## src/rtl/vcp_pkg.sv

```systemverilog
package vcp_pkg;

    // ----------------------------------------
    // Version packet layout
    // ----------------------------------------
    localparam logic [3:0] IDX_HDR = 4'h0;
    localparam logic [3:0] IDX_STREAM = 4'h1;
    localparam logic [3:0] IDX_OUI = 4'h2;
    localparam logic [3:0] IDX_CLASS = 4'h3;
    localparam logic [3:0] IDX_TS_INT = 4'h4;
    localparam logic [3:0] IDX_TS_FRAC_HI = 4'h5;
    localparam logic [3:0] IDX_TS_FRAC_LO = 4'h6;
    localparam logic [3:0] IDX_CIF0 = 4'h7;
    localparam logic [3:0] IDX_CIF1 = 4'h8;
    localparam logic [3:0] IDX_SPEC = 4'h9;
    localparam logic [3:0] IDX_VERSION = 4'hA;
    localparam logic [3:0] IDX_LAST = 4'hA;

    localparam logic [3:0] HDR_TYPE = 4'h5;
    localparam logic HDR_CLASS_ID = 1'h1;
    localparam logic [1:0] HDR_RSVD = 2'h0;
    localparam logic HDR_TSM = 1'h1;
    localparam logic [1:0] HDR_TSF = 2'h2;
    localparam logic [15:0] PKT_SIZE = 16'h000B;
    localparam logic [15:0] INFO_CLASS = 16'h0001;
    localparam logic [15:0] PKT_CLASS = 16'h0004;
    localparam logic [31:0] CIF0_CHANGED = 32'h8000_0002;
    localparam logic [31:0] CIF0_SAME = 32'h0000_0002;
    localparam logic [30:0] CIF0_FLAGS = 31'h0000_0002;
    localparam logic [31:0] CIF1_WORD = 32'h0000_000C;
    localparam logic [31:0] SPEC_VERSION = 32'h0000_0004;
    localparam logic [3:0] SEQ_RESET = 4'h0;

    // ----------------------------------------
    // Version word codes
    // ----------------------------------------
    localparam logic [3:0] TYPE_NARROW = 4'h0;
    localparam logic [3:0] TYPE_WIDE = 4'h1;
    localparam logic [5:0] IFREV_V1 = 6'h00;

    // ----------------------------------------
    // State and event indicator word
    // ----------------------------------------
    localparam int SEI_TIME_BIT = 19;
    localparam int SEI_FREQ_BIT = 17;

    // ----------------------------------------
    // Payload format limits
    // ----------------------------------------
    localparam logic [1:0] CPLX_CARTESIAN = 2'h1;
    localparam logic [4:0] ITEM_SIGNED_FIXED = 5'h00;
    localparam logic [6:0] MIN_SAMPLE_W = 7'h04;
    localparam logic [6:0] MAX_SAMPLE_W = 7'h10;

    // ----------------------------------------
    // Timing
    // ----------------------------------------
    localparam longint REFRESH_PERIOD_MS = 1000;
    localparam longint CLK_KHZ = 250000;
    localparam longint REFRESH_CYCLES = REFRESH_PERIOD_MS * CLK_KHZ;

    // ----------------------------------------
    // Types
    // ----------------------------------------
    typedef enum logic [2:0] {SRC_NONE, SRC_IRIG_B, SRC_IRIG_DC, SRC_PPS, SRC_NTP, SRC_GPS}
        time_src_t;
    typedef enum logic {TX_IDLE, TX_SEND} tx_state_t;

    typedef struct packed {
        logic [6:0] year;
        logic [8:0] day;
        logic [5:0] revision;
        logic [3:0] dev_type;
        logic [5:0] interface_revision_field;
    } version_cfg_t;

    typedef struct packed {
        logic link_efficient;
        logic [1:0] complex_type;
        logic [4:0] item_format;
        logic comp_repeat;
        logic [2:0] event_tag_size;
        logic [3:0] channel_tag_size;
        logic [5:0] pack_size_m1;
        logic [5:0] item_size_m1;
    } payload_fmt_t;

    typedef struct packed {
        tx_state_t tx_state;
        logic [3:0] tx_idx;
        logic [3:0] seq;
        logic send_pending;
        logic ctx_changed;
        logic [31:0] ts_int;
        logic [63:0] ts_frac;
        logic [31:0] tx_data;
        logic tx_valid;
        logic tx_last;
        logic [31:0] refresh_cnt;
        logic [31:0] sei_word;
        logic sei_valid;
        logic [3:0] rx_idx;
        logic rx_good;
        logic mode_valid;
        logic mode_wideband;
        logic mode_update;
        logic peer_time_lock;
        logic peer_freq_lock;
        logic prog_delay_ok;
        logic measure_ok;
        logic [31:0] meas_delay;
        logic [31:0] net_delay;
        logic fmt_ok;
    } state_t;

endpackage : vcp_pkg

```

## src/rtl/version_context_packet_framer.sv

```systemverilog
// What this block does
// - indicator word: time lock bit 19, freq bit 17
// - time lock only from listed time sources
// - lock indicators refreshed about once per second
// - receiver derives delay-mode and measurement permissions
// - peer time unlocked forces delays to zero
// - payload must be complex, link-efficient, signed, untagged
// - sample width 4..16, no repeats, no gaps
// - version packet carries type, version, time
// - sender builds packet, receiver picks matching format
// - version details sit under second indicator word
// - vendor identifier field defaults to fixed value
// - information class fixed at one
// - packet class is four
// - spec-version word equals four
// - receiver switches to compatible mode when possible
// - version word holds year, day, revision
// - version word holds device type, interface revision
// - indicator words flag only the listed fields
// - sequence number increments modulo sixteen per packet
`timescale 1ns/1ps
`default_nettype none

module version_context_packet_framer #(
    parameter int unsigned REFRESH_CYCLES = 32'(vcp_pkg::REFRESH_CYCLES),
    // Arbitrary neutral identifier
    parameter logic [23:0] VENDOR_OUI = 24'h5A5A5A
) (
    // Clock and reset
    input wire logic sys_clk_i,
    input wire logic rst_i,
    // Local configuration and time
    input wire logic [31:0] stream_id_i,
    input wire logic [1:0] tsi_i,
    input wire vcp_pkg::version_cfg_t version_cfg_i,
    input wire logic [31:0] ts_int_i,
    input wire logic [63:0] ts_frac_i,
    input wire logic send_req_i,
    input wire logic ctx_change_i,
    // Local reference status
    input wire vcp_pkg::time_src_t time_src_i,
    input wire logic time_ref_locked_i,
    input wire logic freq_ref_locked_i,
    // Outgoing packet stream
    output logic [31:0] tx_data_o,
    output logic tx_valid_o,
    output logic tx_last_o,
    input wire logic tx_ready_i,
    // Outgoing indicator word
    output logic [31:0] sei_word_o,
    output logic sei_valid_o,
    // Incoming packet stream
    input wire logic [31:0] rx_data_i,
    input wire logic rx_valid_i,
    input wire logic rx_last_i,
    // Incoming indicator word
    input wire logic [31:0] rx_sei_word_i,
    input wire logic rx_sei_valid_i,
    // Delay measurements
    input wire logic [31:0] meas_delay_i,
    input wire logic [31:0] net_delay_i,
    output logic [31:0] meas_delay_o,
    output logic [31:0] net_delay_o,
    // Receiver decisions
    output logic mode_valid_o,
    output logic mode_wideband_o,
    output logic mode_update_o,
    output logic prog_delay_ok_o,
    output logic measure_ok_o,
    // Payload format check
    input wire vcp_pkg::payload_fmt_t payload_fmt_i,
    output logic fmt_ok_o
);

    // ----------------------------------------
    // Parameter check
    // ----------------------------------------
    if (REFRESH_CYCLES < 2)
    begin : g_bad_refresh
        $error("REFRESH_CYCLES must be at least 2");
    end

    vcp_pkg::state_t s;
    vcp_pkg::state_t next_s;

    // ----------------------------------------
    // Outgoing word builder
    // ----------------------------------------
    function automatic logic [31:0] tx_word(
        input logic [3:0] idx,
        input vcp_pkg::state_t st,
        input logic [31:0] sid,
        input logic [1:0] tsi,
        input vcp_pkg::version_cfg_t vc
    );
        logic [31:0] w;
        w = 32'h0000_0000;
        unique case (idx)
            vcp_pkg::IDX_HDR: w = {vcp_pkg::HDR_TYPE, vcp_pkg::HDR_CLASS_ID, vcp_pkg::HDR_RSVD,
                vcp_pkg::HDR_TSM, tsi, vcp_pkg::HDR_TSF, st.seq, vcp_pkg::PKT_SIZE};
            vcp_pkg::IDX_STREAM: w = sid;
            vcp_pkg::IDX_OUI: w = {8'h00, VENDOR_OUI};
            vcp_pkg::IDX_CLASS: w = {vcp_pkg::INFO_CLASS, vcp_pkg::PKT_CLASS};
            vcp_pkg::IDX_TS_INT: w = st.ts_int;
            vcp_pkg::IDX_TS_FRAC_HI: w = st.ts_frac[63:32];
            vcp_pkg::IDX_TS_FRAC_LO: w = st.ts_frac[31:0];
            vcp_pkg::IDX_CIF0: w = st.ctx_changed ? vcp_pkg::CIF0_CHANGED : vcp_pkg::CIF0_SAME;
            vcp_pkg::IDX_CIF1: w = vcp_pkg::CIF1_WORD;
            vcp_pkg::IDX_SPEC: w = vcp_pkg::SPEC_VERSION;
            vcp_pkg::IDX_VERSION: w = {vc.year, vc.day, vc.revision, vc.dev_type,
                vc.interface_revision_field};
            default: w = 32'h0000_0000;
        endcase
        return w;
    endfunction : tx_word

    // ----------------------------------------
    // Incoming word check
    // ----------------------------------------
    function automatic logic rx_word_ok(input logic [3:0] idx, input logic [31:0] d);
        logic ok;
        ok = 1'b1;
        unique case (idx)
            vcp_pkg::IDX_HDR: ok = d[31:28] == vcp_pkg::HDR_TYPE && d[27] == vcp_pkg::HDR_CLASS_ID
                && d[15:0] == vcp_pkg::PKT_SIZE;
            vcp_pkg::IDX_CLASS: ok = d == {vcp_pkg::INFO_CLASS, vcp_pkg::PKT_CLASS};
            vcp_pkg::IDX_CIF0: ok = d[30:0] == vcp_pkg::CIF0_FLAGS;
            vcp_pkg::IDX_CIF1: ok = d == vcp_pkg::CIF1_WORD;
            vcp_pkg::IDX_SPEC: ok = d == vcp_pkg::SPEC_VERSION;
            default: ok = 1'b1;
        endcase
        return ok;
    endfunction : rx_word_ok

    // ----------------------------------------
    // Next state
    // ----------------------------------------
    always_comb
    begin
        logic time_ok;
        logic word_ok;
        logic [6:0] width;
        time_ok = 1'b0;
        word_ok = 1'b0;
        width = 7'h00;
        next_s = s;
        next_s.sei_valid = 1'b0;
        next_s.mode_update = 1'b0;

        if (send_req_i)
        begin
            next_s.send_pending = 1'b1;
        end

        // Transmit sequencing
        unique case (s.tx_state)
            vcp_pkg::TX_IDLE:
            begin
                if (s.send_pending)
                begin
                    next_s.send_pending = send_req_i;
                    next_s.ts_int = ts_int_i;
                    next_s.ts_frac = ts_frac_i;
                    next_s.tx_idx = vcp_pkg::IDX_HDR;
                    next_s.tx_data = tx_word(vcp_pkg::IDX_HDR, s, stream_id_i, tsi_i,
                        version_cfg_i);
                    next_s.tx_valid = 1'b1;
                    next_s.tx_last = 1'b0;
                    next_s.tx_state = vcp_pkg::TX_SEND;
                end
            end
            vcp_pkg::TX_SEND:
            begin
                if (tx_ready_i)
                begin
                    if (s.tx_idx == vcp_pkg::IDX_LAST)
                    begin
                        next_s.tx_valid = 1'b0;
                        next_s.tx_last = 1'b0;
                        next_s.seq = s.seq + 4'h1;
                        next_s.tx_state = vcp_pkg::TX_IDLE;
                    end
                    else
                    begin
                        next_s.tx_idx = s.tx_idx + 4'h1;
                        next_s.tx_data = tx_word(s.tx_idx + 4'h1, s, stream_id_i, tsi_i,
                            version_cfg_i);
                        next_s.tx_last = (s.tx_idx + 4'h1) == vcp_pkg::IDX_LAST;
                        if (s.tx_idx + 4'h1 == vcp_pkg::IDX_CIF0)
                        begin
                            next_s.ctx_changed = 1'b0;
                        end
                    end
                end
            end
        endcase

        if (ctx_change_i)
        begin
            next_s.ctx_changed = 1'b1;
        end

        time_ok = time_ref_locked_i && time_src_i != vcp_pkg::SRC_NONE;

        if (s.refresh_cnt == REFRESH_CYCLES - 1)
        begin
            next_s.refresh_cnt = 32'h0000_0000;
            next_s.sei_word = 32'h0000_0000;
            next_s.sei_word[vcp_pkg::SEI_TIME_BIT] = time_ok;
            next_s.sei_word[vcp_pkg::SEI_FREQ_BIT] = freq_ref_locked_i;
            next_s.sei_valid = 1'b1;
        end
        else
        begin
            next_s.refresh_cnt = s.refresh_cnt + 32'h0000_0001;
        end

        if (rx_sei_valid_i)
        begin
            next_s.peer_time_lock = rx_sei_word_i[vcp_pkg::SEI_TIME_BIT];
            next_s.peer_freq_lock = rx_sei_word_i[vcp_pkg::SEI_FREQ_BIT];
        end
        next_s.prog_delay_ok = s.peer_time_lock && s.peer_freq_lock;
        next_s.measure_ok = s.peer_time_lock;

        next_s.meas_delay = s.peer_time_lock ? meas_delay_i : 32'h0000_0000;
        next_s.net_delay = s.peer_time_lock ? net_delay_i : 32'h0000_0000;

        if (rx_valid_i)
        begin
            word_ok = rx_word_ok(s.rx_idx, rx_data_i);
            next_s.rx_good = (s.rx_idx == vcp_pkg::IDX_HDR) ? word_ok : (s.rx_good && word_ok);
            if (s.rx_idx != 4'hF)
            begin
                next_s.rx_idx = s.rx_idx + 4'h1;
            end
            if (rx_last_i)
            begin
                next_s.rx_idx = vcp_pkg::IDX_HDR;
                if (s.rx_good && word_ok && s.rx_idx == vcp_pkg::IDX_VERSION
                    && rx_data_i[5:0] == vcp_pkg::IFREV_V1
                    && (rx_data_i[9:6] == vcp_pkg::TYPE_NARROW
                    || rx_data_i[9:6] == vcp_pkg::TYPE_WIDE))
                begin
                    next_s.mode_valid = 1'b1;
                    next_s.mode_wideband = rx_data_i[9:6] == vcp_pkg::TYPE_WIDE;
                    next_s.mode_update = 1'b1;
                end
            end
        end

        width = {1'b0, payload_fmt_i.item_size_m1} + 7'h01;
        next_s.fmt_ok = payload_fmt_i.link_efficient
            && payload_fmt_i.complex_type == vcp_pkg::CPLX_CARTESIAN
            && payload_fmt_i.item_format == vcp_pkg::ITEM_SIGNED_FIXED
            && !payload_fmt_i.comp_repeat
            && payload_fmt_i.event_tag_size == 3'h0
            && payload_fmt_i.channel_tag_size == 4'h0
            && payload_fmt_i.pack_size_m1 == payload_fmt_i.item_size_m1
            && width >= vcp_pkg::MIN_SAMPLE_W && width <= vcp_pkg::MAX_SAMPLE_W;
    end

    // ----------------------------------------
    // State register
    // ----------------------------------------
    always_ff @(posedge sys_clk_i)
    begin
        if (rst_i)
        begin
            s <= '0;
            s.tx_state <= vcp_pkg::TX_IDLE;
            s.seq <= vcp_pkg::SEQ_RESET;
        end
        else
        begin
            s <= next_s;
        end
    end

    // ----------------------------------------
    // Outputs
    // ----------------------------------------
    assign tx_data_o = s.tx_data;
    assign tx_valid_o = s.tx_valid;
    assign tx_last_o = s.tx_last;
    assign sei_word_o = s.sei_word;
    assign sei_valid_o = s.sei_valid;
    assign meas_delay_o = s.meas_delay;
    assign net_delay_o = s.net_delay;
    assign mode_valid_o = s.mode_valid;
    assign mode_wideband_o = s.mode_wideband;
    assign mode_update_o = s.mode_update;
    assign prog_delay_ok_o = s.prog_delay_ok;
    assign measure_ok_o = s.measure_ok;
    assign fmt_ok_o = s.fmt_ok;

endmodule : version_context_packet_framer

`default_nettype wire

```

## config.mk

```make
export PLATFORM = sky130hd
export DESIGN_NAME = version_context_packet_framer
export DESIGN_NICKNAME = d
export VERILOG_FILES = /design/src/rtl/vcp_pkg.sv /design/src/rtl/version_context_packet_framer.sv
export SDC_FILE = /design/constraint.sdc
export NUM_CORES = 1
export LEC_CHECK = 0
export BUFFER_PORTS_ARGS = -buffer_cell sky130_fd_sc_hd__buf_2
export CORE_AREA = 2 2 180 182
export DETAILED_ROUTE_END_ITERATION = 10
export DIE_AREA = 0 0 182 184
export SLEW_MARGIN = 20
export SYNTH_ARGS = -nofsm -noshare
export SYNTH_HDL_FRONTEND = slang
export SYNTH_SLANG_ARGS = --single-unit
```

## constraint.sdc

```tcl
create_clock -name sys_clk_i -period 6.9 [get_ports sys_clk_i]
set_input_delay 0.69 -clock sys_clk_i [delete_from_list [all_inputs] [get_ports sys_clk_i]]
set_output_delay 0.69 -clock sys_clk_i [all_outputs]
set_load 0.05 [all_outputs]
```

==> metrics.cfg, run 1 <==
[flow_run]
cap_violations=0

[clock_tree]
cts_made_buffers=29
path_clk_slew_ns=0.06
root_buffer=clkbuf_16
cts_resized=0
tritoncts=yes
clock-sinks=253
postCtsHoldBufs=0
clk_path_buf_depth=3
cts_max_level=1
cts_setup_buffers=0
insertion_delay_ns=0.57

[power]
cellInternalPower_mw=2.53
seqPwrFrac_pct=44.8
clkPwrFrac_pct=43.2
power_density_nw_per_um2=251
ir_worst_vdd_uv=175
leakage_nw=5.97
combPwrFrac_pct=11.9
p_sw_share_pct=26.8
p_sw_mw=0.923

[yosys]
synthFlopType=dfxtp_1
avgSynthCellArea_sq_um=8.52
syn_area_sq_um=11300
synth_compound_area_share_pct=16.3
synthArstFlopShare_pct=0
synth_adder_area_share_pct=1.55
yosysTopAreaCellShare_pct=44.7
synth_top_area_cell=dfxtp_1
syn_inst=1329
synthXorXnorAreaFrac_pct=3.08
yosys_register_bits=253
synth-edff-count=0
muxShareOfSynthArea_pct=0.442
synth_top_family_by_area=simple AND/OR/NAND/NOR gates
ys_types=70
synthSimpleGateAreaFrac_pct=21.7
yosysWarnings=0
ys_seq_area_share_pct=44.7
synth.area.top_cells=dfxtp_1 (45%), buf_4 (8.9%), nand2_1 (8.1%), a21oi_1 (5.3%), and2_1 (4.0%)

[grt]
grt_antenna_before_repair=14
grtUsageTotal_pct=19.9
grt_max_degree=102
grt_pass1_vias=9818
grt_overflow_total=0
grt_pass1_wl_mm=53.2

[setup_path]
worstPathMaxFanout=23
critical_path.top_delay_family=compound AO/OA/AOI/OAI gates
endpoint_kind=flip-flop
crit_type=flip-flop to flip-flop
worst_path_largest_cell_delay_ns=0.68
startpoint_type=flip-flop
crit_chain=ha_1 -> nand2_1 -> o31ai_1 -> and2_2 -> a222oi_1 -> nand2b_1 -> a211oi_1
crit_required_ns=7.37
path_buf_inv=0
cp_data_arrival_time_ns=3.96
cp_slowest_cell=and2_2

[place]
hpwl_mm=25.0
numPlacedInstances=1970
port-buffer-count=407
gp_congestion=0.916

[drt]
drt_iter0_markers=728
vias=10300
dr.pass1.iters=10
top_layer=met5
via_per_inst=5.04
avgRoutedWirePerCell_microns=17.4
drc=0
antenna_left=0
wl_mm=35.3
wl_met2_mm=16.8
wl_met1_mm=14.2
wl_met3_mm=3.51

[layout]
final_cells=2032
final_cell_mix=buf_2 (406), dfxtp_1 (253), nand2_1 (245)
drive_gt1_share_pct=29.6
layout.cells.most_common=buf_2
syn2layout_area_growth_pct=21.5
fin_nets=1946
fill_cells=3189

[sta]
final_hold_viol_count=0
setup-tns-final_ns=0
max_slew_margin_pct=28.6
slew_violations=0
fin_skew_ns=0.0233
worst_pin_slew_ns=1.07
rsz0062_at_grt=false
setup_viol=0
fin_crit_ns=3.49
min_period_over_period_pct=50.6
max_freq_mhz=286

[floorplanning]
fp.dieArea_sq_um=33500
die_w_microns=182
ios=468
rows=65
start_util_pct=36.1
core_sq_um=31400
fp.dieH_microns=184

[outcome]
status=completed

[hold_path]
min-delay-path-class=primary input to flip-flop

## worst register-to-register path: stages, from the launching register on
cell	delay (ns)
dfxtp_1	0.52
ha_1	0.60
nand2_1	0.19
o31ai_1	0.65
and2_2	0.68
a222oi_1	0.32
nand2b_1	0.23
a211oi_1	0.21
## power by group through the flow
stage	logic, mW	registers [mW]	clock network, mW
after detailed placement	0.407	1.58	0
after global placement	0.404	1.58	0
final	0.411	1.55	1.49
after floorplan	0.292	1.57	0
after CTS	0.409	1.55	1.53
after global routing	0.446	1.55	1.59
## sequential cells by signal (all words and copies together) (netlist names)
signal,cells
s,145
mode_update_o,1
fmt_ok_o,1
sei_word_o,2
measure_ok_o,1
net_delay_o,32
mode_valid_o,1
next_s,1
prog_delay_ok_o,1
mode_wideband_o,1
tx_valid_o,1
tx_last_o,1
sei_valid_o,1
tx_data_o,32
meas_delay_o,32
## cells in the mapped netlist, types with 3 or more instances
cell and count:
a22o_1 23, and4_1 3, a221o_1 3, or3b_2 3, a222oi_1 26, nand2b_1 9, mux2i_1 5, nor3_1 8
o211ai_1 8, ha_1 14, a22oi_1 14, nor2_1 88, buf_4 135, nor4b_1 5, xor2_1 21, a31oi_1 3
o21ai_0 17, clkbuf_1 51, nor4_1 11, nand2_1 245, nand3_1 20, a211oi_1 16, and3_1 8, a221oi_1 12
inv_1 18, xnor2_1 17, and2_1 72, buf_1 9, buf_2 10, nor2b_1 5, a21oi_1 121, dfxtp_1 253
or3_1 8, nand4_1 16, nand4b_1 6, o22ai_1 3
## cell families after synthesis
logic type               Yosys count
AO/OA/AOI/OAI                    272
XOR/XNOR                          39
adder cells (fa/ha/maj)           14
buffers and inverters            225
flip-flops                       253
multiplexers                       5
other                              1
AND/OR/NAND/NOR                  520
## per-layer routing
metal  vias to the layer above  global-route usage, %
met4                         6                   6.32
li1                       4966                      -
met2                       431                   33.8
met5                         -                      0
met1                      4790                   23.9
met3                        57                   6.30
## layout make-up
cell class,instances,area (sq um),share of cell area (%)
Sequential cell,253,5060,36.8
Multi-Input combinational cell,880,5020,36.5
Timing Repair Buffer,419,2160,15.7
Clock buffer,41,831,6.04
Tap cell,402,503,3.66
Clock inverter,8,85.1,0.618
Inverter,18,67.6,0.491
Antenna cell,11,27.5,0.200
## metrics by stage
step / total power, mW / utilization [%] / cell area (sq um) / worst slack, ns / hold slack [ns]
after floorplan: 1.86 / - / 11400 / 4.55 / 0.429
final: 3.45 / 43.8 / 13800 / 3.41 / 0.331
after detailed placement: 1.98 / 40.7 / 12800 / 3.10 / 0.441
after CTS: 3.48 / 43.6 / 13700 / 3.10 / 0.311
after global placement: 1.98 / 40.7 / 12800 / 3.17 / 0.438
after global routing: 3.59 / 43.8 / 13700 / 3.20 / 0.313
## worst paths after layout
path | start | to | slack, ns | cells past startpoint
worst min register to register | mode_valid_o | mode_valid_o | 0.45 | 2
worst max register to register | s[279] | tx_data_o[18] | 3.41 | 7
worst min-delay path | meas_delay_i[12] | meas_delay_o[12] | 0.33 | 2
worst max-delay path | s[279] | tx_data_o[18] | 3.41 | 7
Note: power is estimated with default switching activity, not from simulation.
==> inputs of run 2 (changes only) <==
--- a/config.mk
+++ b/config.mk
@@ -6,9 +6,9 @@
 export NUM_CORES = 1
 export LEC_CHECK = 0
 export BUFFER_PORTS_ARGS = -buffer_cell sky130_fd_sc_hd__buf_2
-export CORE_AREA = 2 2 180 182
+export CORE_AREA = 2 2 184 186
 export DETAILED_ROUTE_END_ITERATION = 10
-export DIE_AREA = 0 0 182 184
+export DIE_AREA = 0 0 186 188
 export SLEW_MARGIN = 20
 export SYNTH_ARGS = -nofsm -noshare
 export SYNTH_HDL_FRONTEND = slang
==> constraint.sdc (replaced) <==
create_clock -name sys_clk_i -period 2.9 [get_ports sys_clk_i]
set_input_delay 0.29 -clock sys_clk_i [delete_from_list [all_inputs] [get_ports sys_clk_i]]
set_output_delay 0.29 -clock sys_clk_i [all_outputs]
set_load 0.05 [all_outputs]
==> run 2 against run 1 <==
  * Worst setup slack worse by 3.2 ns
  * Critical endpoint is now tx_data_o[17]
  * Cell count increased by 11%
  * Clock power rose to 2.5 times the previous value
  * Global-route usage rose by 0.13 points
==> metrics.cfg, run 2 (synthesis gave the netlist of run 1 again) <==
[floorplanning]
ios=468  ; unchanged
die_w_microns=186  ; +2.2%
fp.dieArea_sq_um=35000  ; +4.4%
rows=67  ; +3.1%
start_util_pct=34.2  ; -1.9 points
core_sq_um=33100  ; +5.5%
fp.dieH_microns=188  ; +2.2%

[place]
dpl_cell_area_sq_um=13000  ; +2.2%
port-buffer-count=407  ; unchanged
gp_congestion=0.866  ; -5.5%
hpwl_mm=25.8  ; +3.2%

[sta]
fin_skew_ns=0.0241  ; +0.000840 ns
max_freq_mhz=371  ; +29%
slew_violations=0  ; unchanged
worst_pin_slew_ns=1.01  ; -0.0590 ns
setup-tns-final_ns=0  ; unchanged
max_slew_margin_pct=32.5  ; +3.9 points
setup_viol=0  ; unchanged
min_period_over_period_pct=93.0  ; +42 points
worst_hold_slack_ns=0.0182  ; -0.312 ns
final_hold_viol_count=0  ; unchanged
rsz0062_at_grt=false
fin_crit_ns=2.70  ; -0.795 ns

[clock_tree]
cts_resized=0  ; unchanged
tritoncts=yes
root_buffer=clkbuf_16
clk_path_buf_depth=3  ; unchanged
clock-sinks=253  ; unchanged
insertion_delay_ns=0.55  ; -0.02 ns
cts_max_level=1  ; unchanged
postCtsHoldBufs=163  ; +163
cts_made_buffers=29  ; unchanged
cts_setup_buffers=0  ; unchanged
path_clk_slew_ns=0.06  ; about the same

[power]
power_density_nw_per_um2=548  ; +120%
clkPwrFrac_pct=43.7  ; +0.5 points
seqPwrFrac_pct=42.8  ; -2.0 points
p_sw_share_pct=26.3  ; -0.44 points
ir_worst_vdd_uv=366  ; +110%
leakage_nw=6.80  ; +14%
p_sw_mw=2.26  ; +150%
p_total_mw=8.60  ; +150%
cellInternalPower_mw=6.34  ; +150%
combPwrFrac_pct=13.5  ; +1.6 points

[grt]
grtUsageTotal_pct=20.0  ; +0.13 points
grt_max_degree=97  ; -4.9%
grt_pass1_wl_mm=55.5  ; +4.4%
grt_antenna_before_repair=14  ; unchanged
grt_pass1_vias=10500  ; +7.3%
grt_overflow_total=0  ; unchanged

[setup_path]
worstPathMaxFanout=16  ; -30%
crit_type=flip-flop to flip-flop
cp_data_arrival_time_ns=3.16  ; -0.80 ns
startpoint_type=flip-flop
endpoint_kind=flip-flop
crit_required_ns=3.37  ; -4.00 ns

[layout]
layout.cells.most_common=buf_2
largest_register=s
seq_area_sq_um=5060  ; unchanged
fin_area_sq_um=15700  ; +14%
fin_nets=2130  ; +9.5%
fin_util_pct=47.4  ; +3.6 points
multiInputGateArea_sq_um=5010  ; -0.12%
drive_gt1_share_pct=27.9  ; -1.7 points
largest_reg_flops=145  ; unchanged
syn2layout_area_growth_pct=38.5
final_cell_mix=buf_2 (406), dfxtp_1 (253), nand2_1 (245)
fill_cells=3140  ; -1.5%

[drt]
drc=0  ; unchanged
antenna_left=0  ; unchanged
avgRoutedWirePerCell_microns=16.3  ; -6.2%
drt_iter0_markers=809  ; +11%
vias=11100  ; +8.2%
dr.pass1.iters=8  ; -2
wl_mm=36.9  ; +4.5%
via_per_inst=4.90  ; -3.0%

[flow_run]
cap_violations=0  ; unchanged

[outcome]
status=completed

[hold_path]
min-delay-path-class=primary input to flip-flop

[run 2: changes by cell type in the layout (fill, tap and decap cells not counted), moves of 2 or more]
cell / previous run / this run
buf_12: 1 / 4
buf_4: 11 / 30
dlygate4sd3_1: 0 / 163
diode_2: 11 / 9
clkinv_2: 4 / 2
clkinv_4: 0 / 2
inv_6: 0 / 2
clkbuf_8: 6 / 9
[run 2: worst paths after layout]
path	start	end	slack [ns]	depth (start not counted)
max	s[279]	tx_data_o[17]	0.20	7
min	ts_frac_i[11]	s[187]	0.02	3
max reg2reg	s[279]	tx_data_o[17]	0.20	7
min reg2reg	mode_valid_o	mode_valid_o	0.45	2
[run 2: layout make-up]
class	instances	share of cell area, %
Antenna cell	9	0.144
Clock buffer	43	5.53
Tap cell	448	3.57
Clock inverter	11	0.813
Sequential cell	253	32.3
Multi-Input combinational cell	880	31.9
Inverter	18	0.431
Timing Repair Buffer	603	25.3
[run 2: power by group through the flow]
| stage | Combinational [mW] | Sequential [mW] | Clock, mW |
|---|---|---|---|
| final | 1.16 | 3.68 | 3.76 |
| after global routing | 1.26 | 3.70 | 4.00 |
| after floorplan | 0.694 | 3.74 | 0 |
| after detailed placement | 0.980 | 3.76 | 0 |
| after global placement | 0.972 | 3.76 | 0 |
| after CTS | 1.16 | 3.68 | 3.86 |
[run 2: critical path, stage by stage (launching register included)]
cell and delay [ns]:
dfxtp_1 0.51, ha_1 0.31, buf_4 0.23, xnor2_1 0.27
a22oi_1 0.21, nor2b_1 0.51, o21ai_0 0.28, a211oi_1 0.28
[run 2: per-stage QoR]
step	setup WS [ns]	instances
2_1_floorplan	0.555	1358
3_3_place_gp	0.348	2039
3_5_place_dp	0.290	2039
4_1_cts	0.261	2256
5_1_grt	0.0265	2264
6_report	0.202	2265
[run 2: metal layers]
metal	wire length (microns)	global-route usage [%]
met2	17300	32.8
met4	1130	7.66
met5	42	0
met1	15200	25.2
met3	3170	4.84
==> inputs of run 3 (changes only) <==
--- a/config.mk
+++ b/config.mk
@@ -9,6 +9,7 @@
 export CORE_AREA = 2 2 184 186
 export DETAILED_ROUTE_END_ITERATION = 10
 export DIE_AREA = 0 0 186 188
+export PLACE_DENSITY = 0.74
 export SLEW_MARGIN = 20
 export SYNTH_ARGS = -nofsm -noshare
 export SYNTH_HDL_FRONTEND = slang
==> run 3 against run 2 <==
  * Worst hold slack improved by 0.0076 ns
  * Critical path depth unchanged
  * Cell count about the same
  * First-iteration DRC count increased by 0.25%
  * Wire length increased by 2.0%
  * Highest routed layer unchanged
  * Sequential share of layout area increased by 0.077 points
==> metrics.cfg, run 3 (synthesis gave the netlist of run 1 again) <==
[setup_path]
startpoint_type=flip-flop
worst_path_largest_cell_delay_ns=0.77  ; +0.26 ns
worstPathMaxFanout=10  ; -6
endpoint_kind=flip-flop
cp_slowest_cell=a222oi_1
path_buf_inv=2  ; +1
crit_required_ns=3.33  ; -0.04 ns
critical_path.top_delay_family=compound AO/OA/AOI/OAI gates
cp_data_arrival_time_ns=3.13  ; -0.03 ns
crit_type=flip-flop to flip-flop
crit_chain=inv_1 -> ha_1 -> buf_4 -> a41o_1 -> a222oi_1 -> nand2b_1 -> a211oi_1

[layout]
fin_util_pct=47.3  ; -0.11 points
fin_area_sq_um=15700  ; -0.24%
layout.cells.most_common=buf_2
final_cells=2263  ; -0.088%
fin_nets=2130  ; unchanged
syn2layout_area_growth_pct=38.2
drive_gt1_share_pct=27.8  ; -0.17 points
fill_cells=3078  ; -2.0%
largest_register=s
final_cell_mix=buf_2 (406), dfxtp_1 (253), nand2_1 (245)
largest_reg_flops=145  ; unchanged

[place]
port-buffer-count=407  ; unchanged
hpwl_mm=26.0  ; +0.99%
numPlacedInstances=2039  ; unchanged
gp_congestion=0.892  ; +3.0%
dpl_cell_area_sq_um=13000  ; -0.25%

[flow_run]
cap_violations=0  ; unchanged

[sta]
slew_violations=0  ; unchanged
final_hold_viol_count=0  ; unchanged
worst_pin_slew_ns=1.02  ; +0.00831 ns
min_period_over_period_pct=92.8  ; -0.24 points
max_slew_margin_pct=32.0  ; -0.55 points
setup_viol=0  ; unchanged
fin_crit_ns=2.69  ; -0.00694 ns
rsz0062_at_grt=false
max_freq_mhz=372  ; +0.26%
setup-tns-final_ns=0  ; unchanged
fin_skew_ns=0.0193  ; -0.00483 ns

[grt]
grt_overflow_total=0  ; unchanged
grt_max_degree=97  ; unchanged
grt_pass1_vias=10800  ; +2.8%
grt_antenna_before_repair=15  ; +1
grtUsageTotal_pct=20.4  ; +0.43 points
grt_pass1_wl_mm=56.8  ; +2.2%

[clock_tree]
path_clk_slew_ns=0.06  ; about the same
cts_max_level=1  ; unchanged
cts_resized=0  ; unchanged
root_buffer=clkbuf_16
clock-sinks=253  ; unchanged
insertion_delay_ns=0.57  ; +0.02 ns
cts_setup_buffers=0  ; unchanged
postCtsHoldBufs=163  ; unchanged
tritoncts=yes
clk_path_buf_depth=3  ; unchanged
cts_made_buffers=29  ; unchanged

[drt]
dr.pass1.iters=9  ; +1
drc=0  ; unchanged
wl_mm=37.6  ; +2.0%
vias=11200  ; +0.69%
antenna_left=0  ; unchanged
avgRoutedWirePerCell_microns=16.6  ; +2.0%
via_per_inst=4.93  ; +0.77%
drt_iter0_markers=811  ; +0.25%

[floorplanning]
fp.dieH_microns=188  ; unchanged
rows=67  ; unchanged
fp.dieArea_sq_um=35000  ; unchanged
ios=468  ; unchanged
core_sq_um=33100  ; unchanged
start_util_pct=34.2  ; unchanged
die_w_microns=186  ; unchanged

[hold_path]
min-delay-path-class=primary input to flip-flop

[power]
power_density_nw_per_um2=553  ; +0.93%
leakage_nw=6.79  ; -0.16%
ir_worst_vdd_uv=444  ; +21%

[outcome]
status=completed

run 3: cell count changes in the layout (fill, tap and decap cells not counted), moves of 2 or more:
cell,previous run,this run
clkbuf_8,9,3
clkbuf_1,5,8
clkinv_2,2,5
bufinv_16,2,4
buf_12,4,1
clkinvlp_4,3,1
buf_4,30,33
diode_2,9,7
run 3: power by group:
part           internal [mW]  switching, mW
clock network           2.29           1.52
registers               3.61         0.0766
logic                  0.478          0.687
run 3: layout make-up:
class / instances / area [sq um] / area share (%)
multi-input cells: 880 / 5010 / 32.0
well taps: 448 / 561 / 3.58
inverters: 18 / 67.6 / 0.432
diodes: 7 / 17.5 / 0.112
clock buffers: 40 / 797 / 5.09
flip-flops and latches: 253 / 5060 / 32.4
repair buffers: 603 / 3930 / 25.1
clock inverters: 14 / 199 / 1.27
run 3: per-stage QoR:
stage,setup slack [ns],hold WS [ns],power (mW)
3_5_place_dp,0.287,0.441,4.73
5_1_grt,0.0597,0.0130,8.99
3_3_place_gp,0.358,0.433,4.71
4_1_cts,0.251,0.000306,8.74
6_report,0.209,0.0258,8.66
2_1_floorplan,0.555,0.387,4.43
run 3: per-layer routing:
layer	track usage, %	part of all wire [%]
met5	0	0.11
met4	9.84	4.5
met3	5.42	9.5
met2	33.5	46
met1	24.7	39
run 3: path summary, 6_finish.rpt:
path,start,endpoint,slack [ns],cells after the start
min,meas_delay_i[18],meas_delay_o[18],0.03,2
max,s[279],tx_data_o[18],0.21,7
min reg2reg,mode_valid_o,mode_valid_o,0.45,2
max reg2reg,s[279],tx_data_o[18],0.21,7
run 3: worst reg2reg max path, stage by stage (launching register included):
cell	delay, ns
dfxtp_1	0.51
inv_1	0.12
ha_1	0.31
buf_4	0.23
a41o_1	0.36
a222oi_1	0.78
nand2b_1	0.20
a211oi_1	0.07
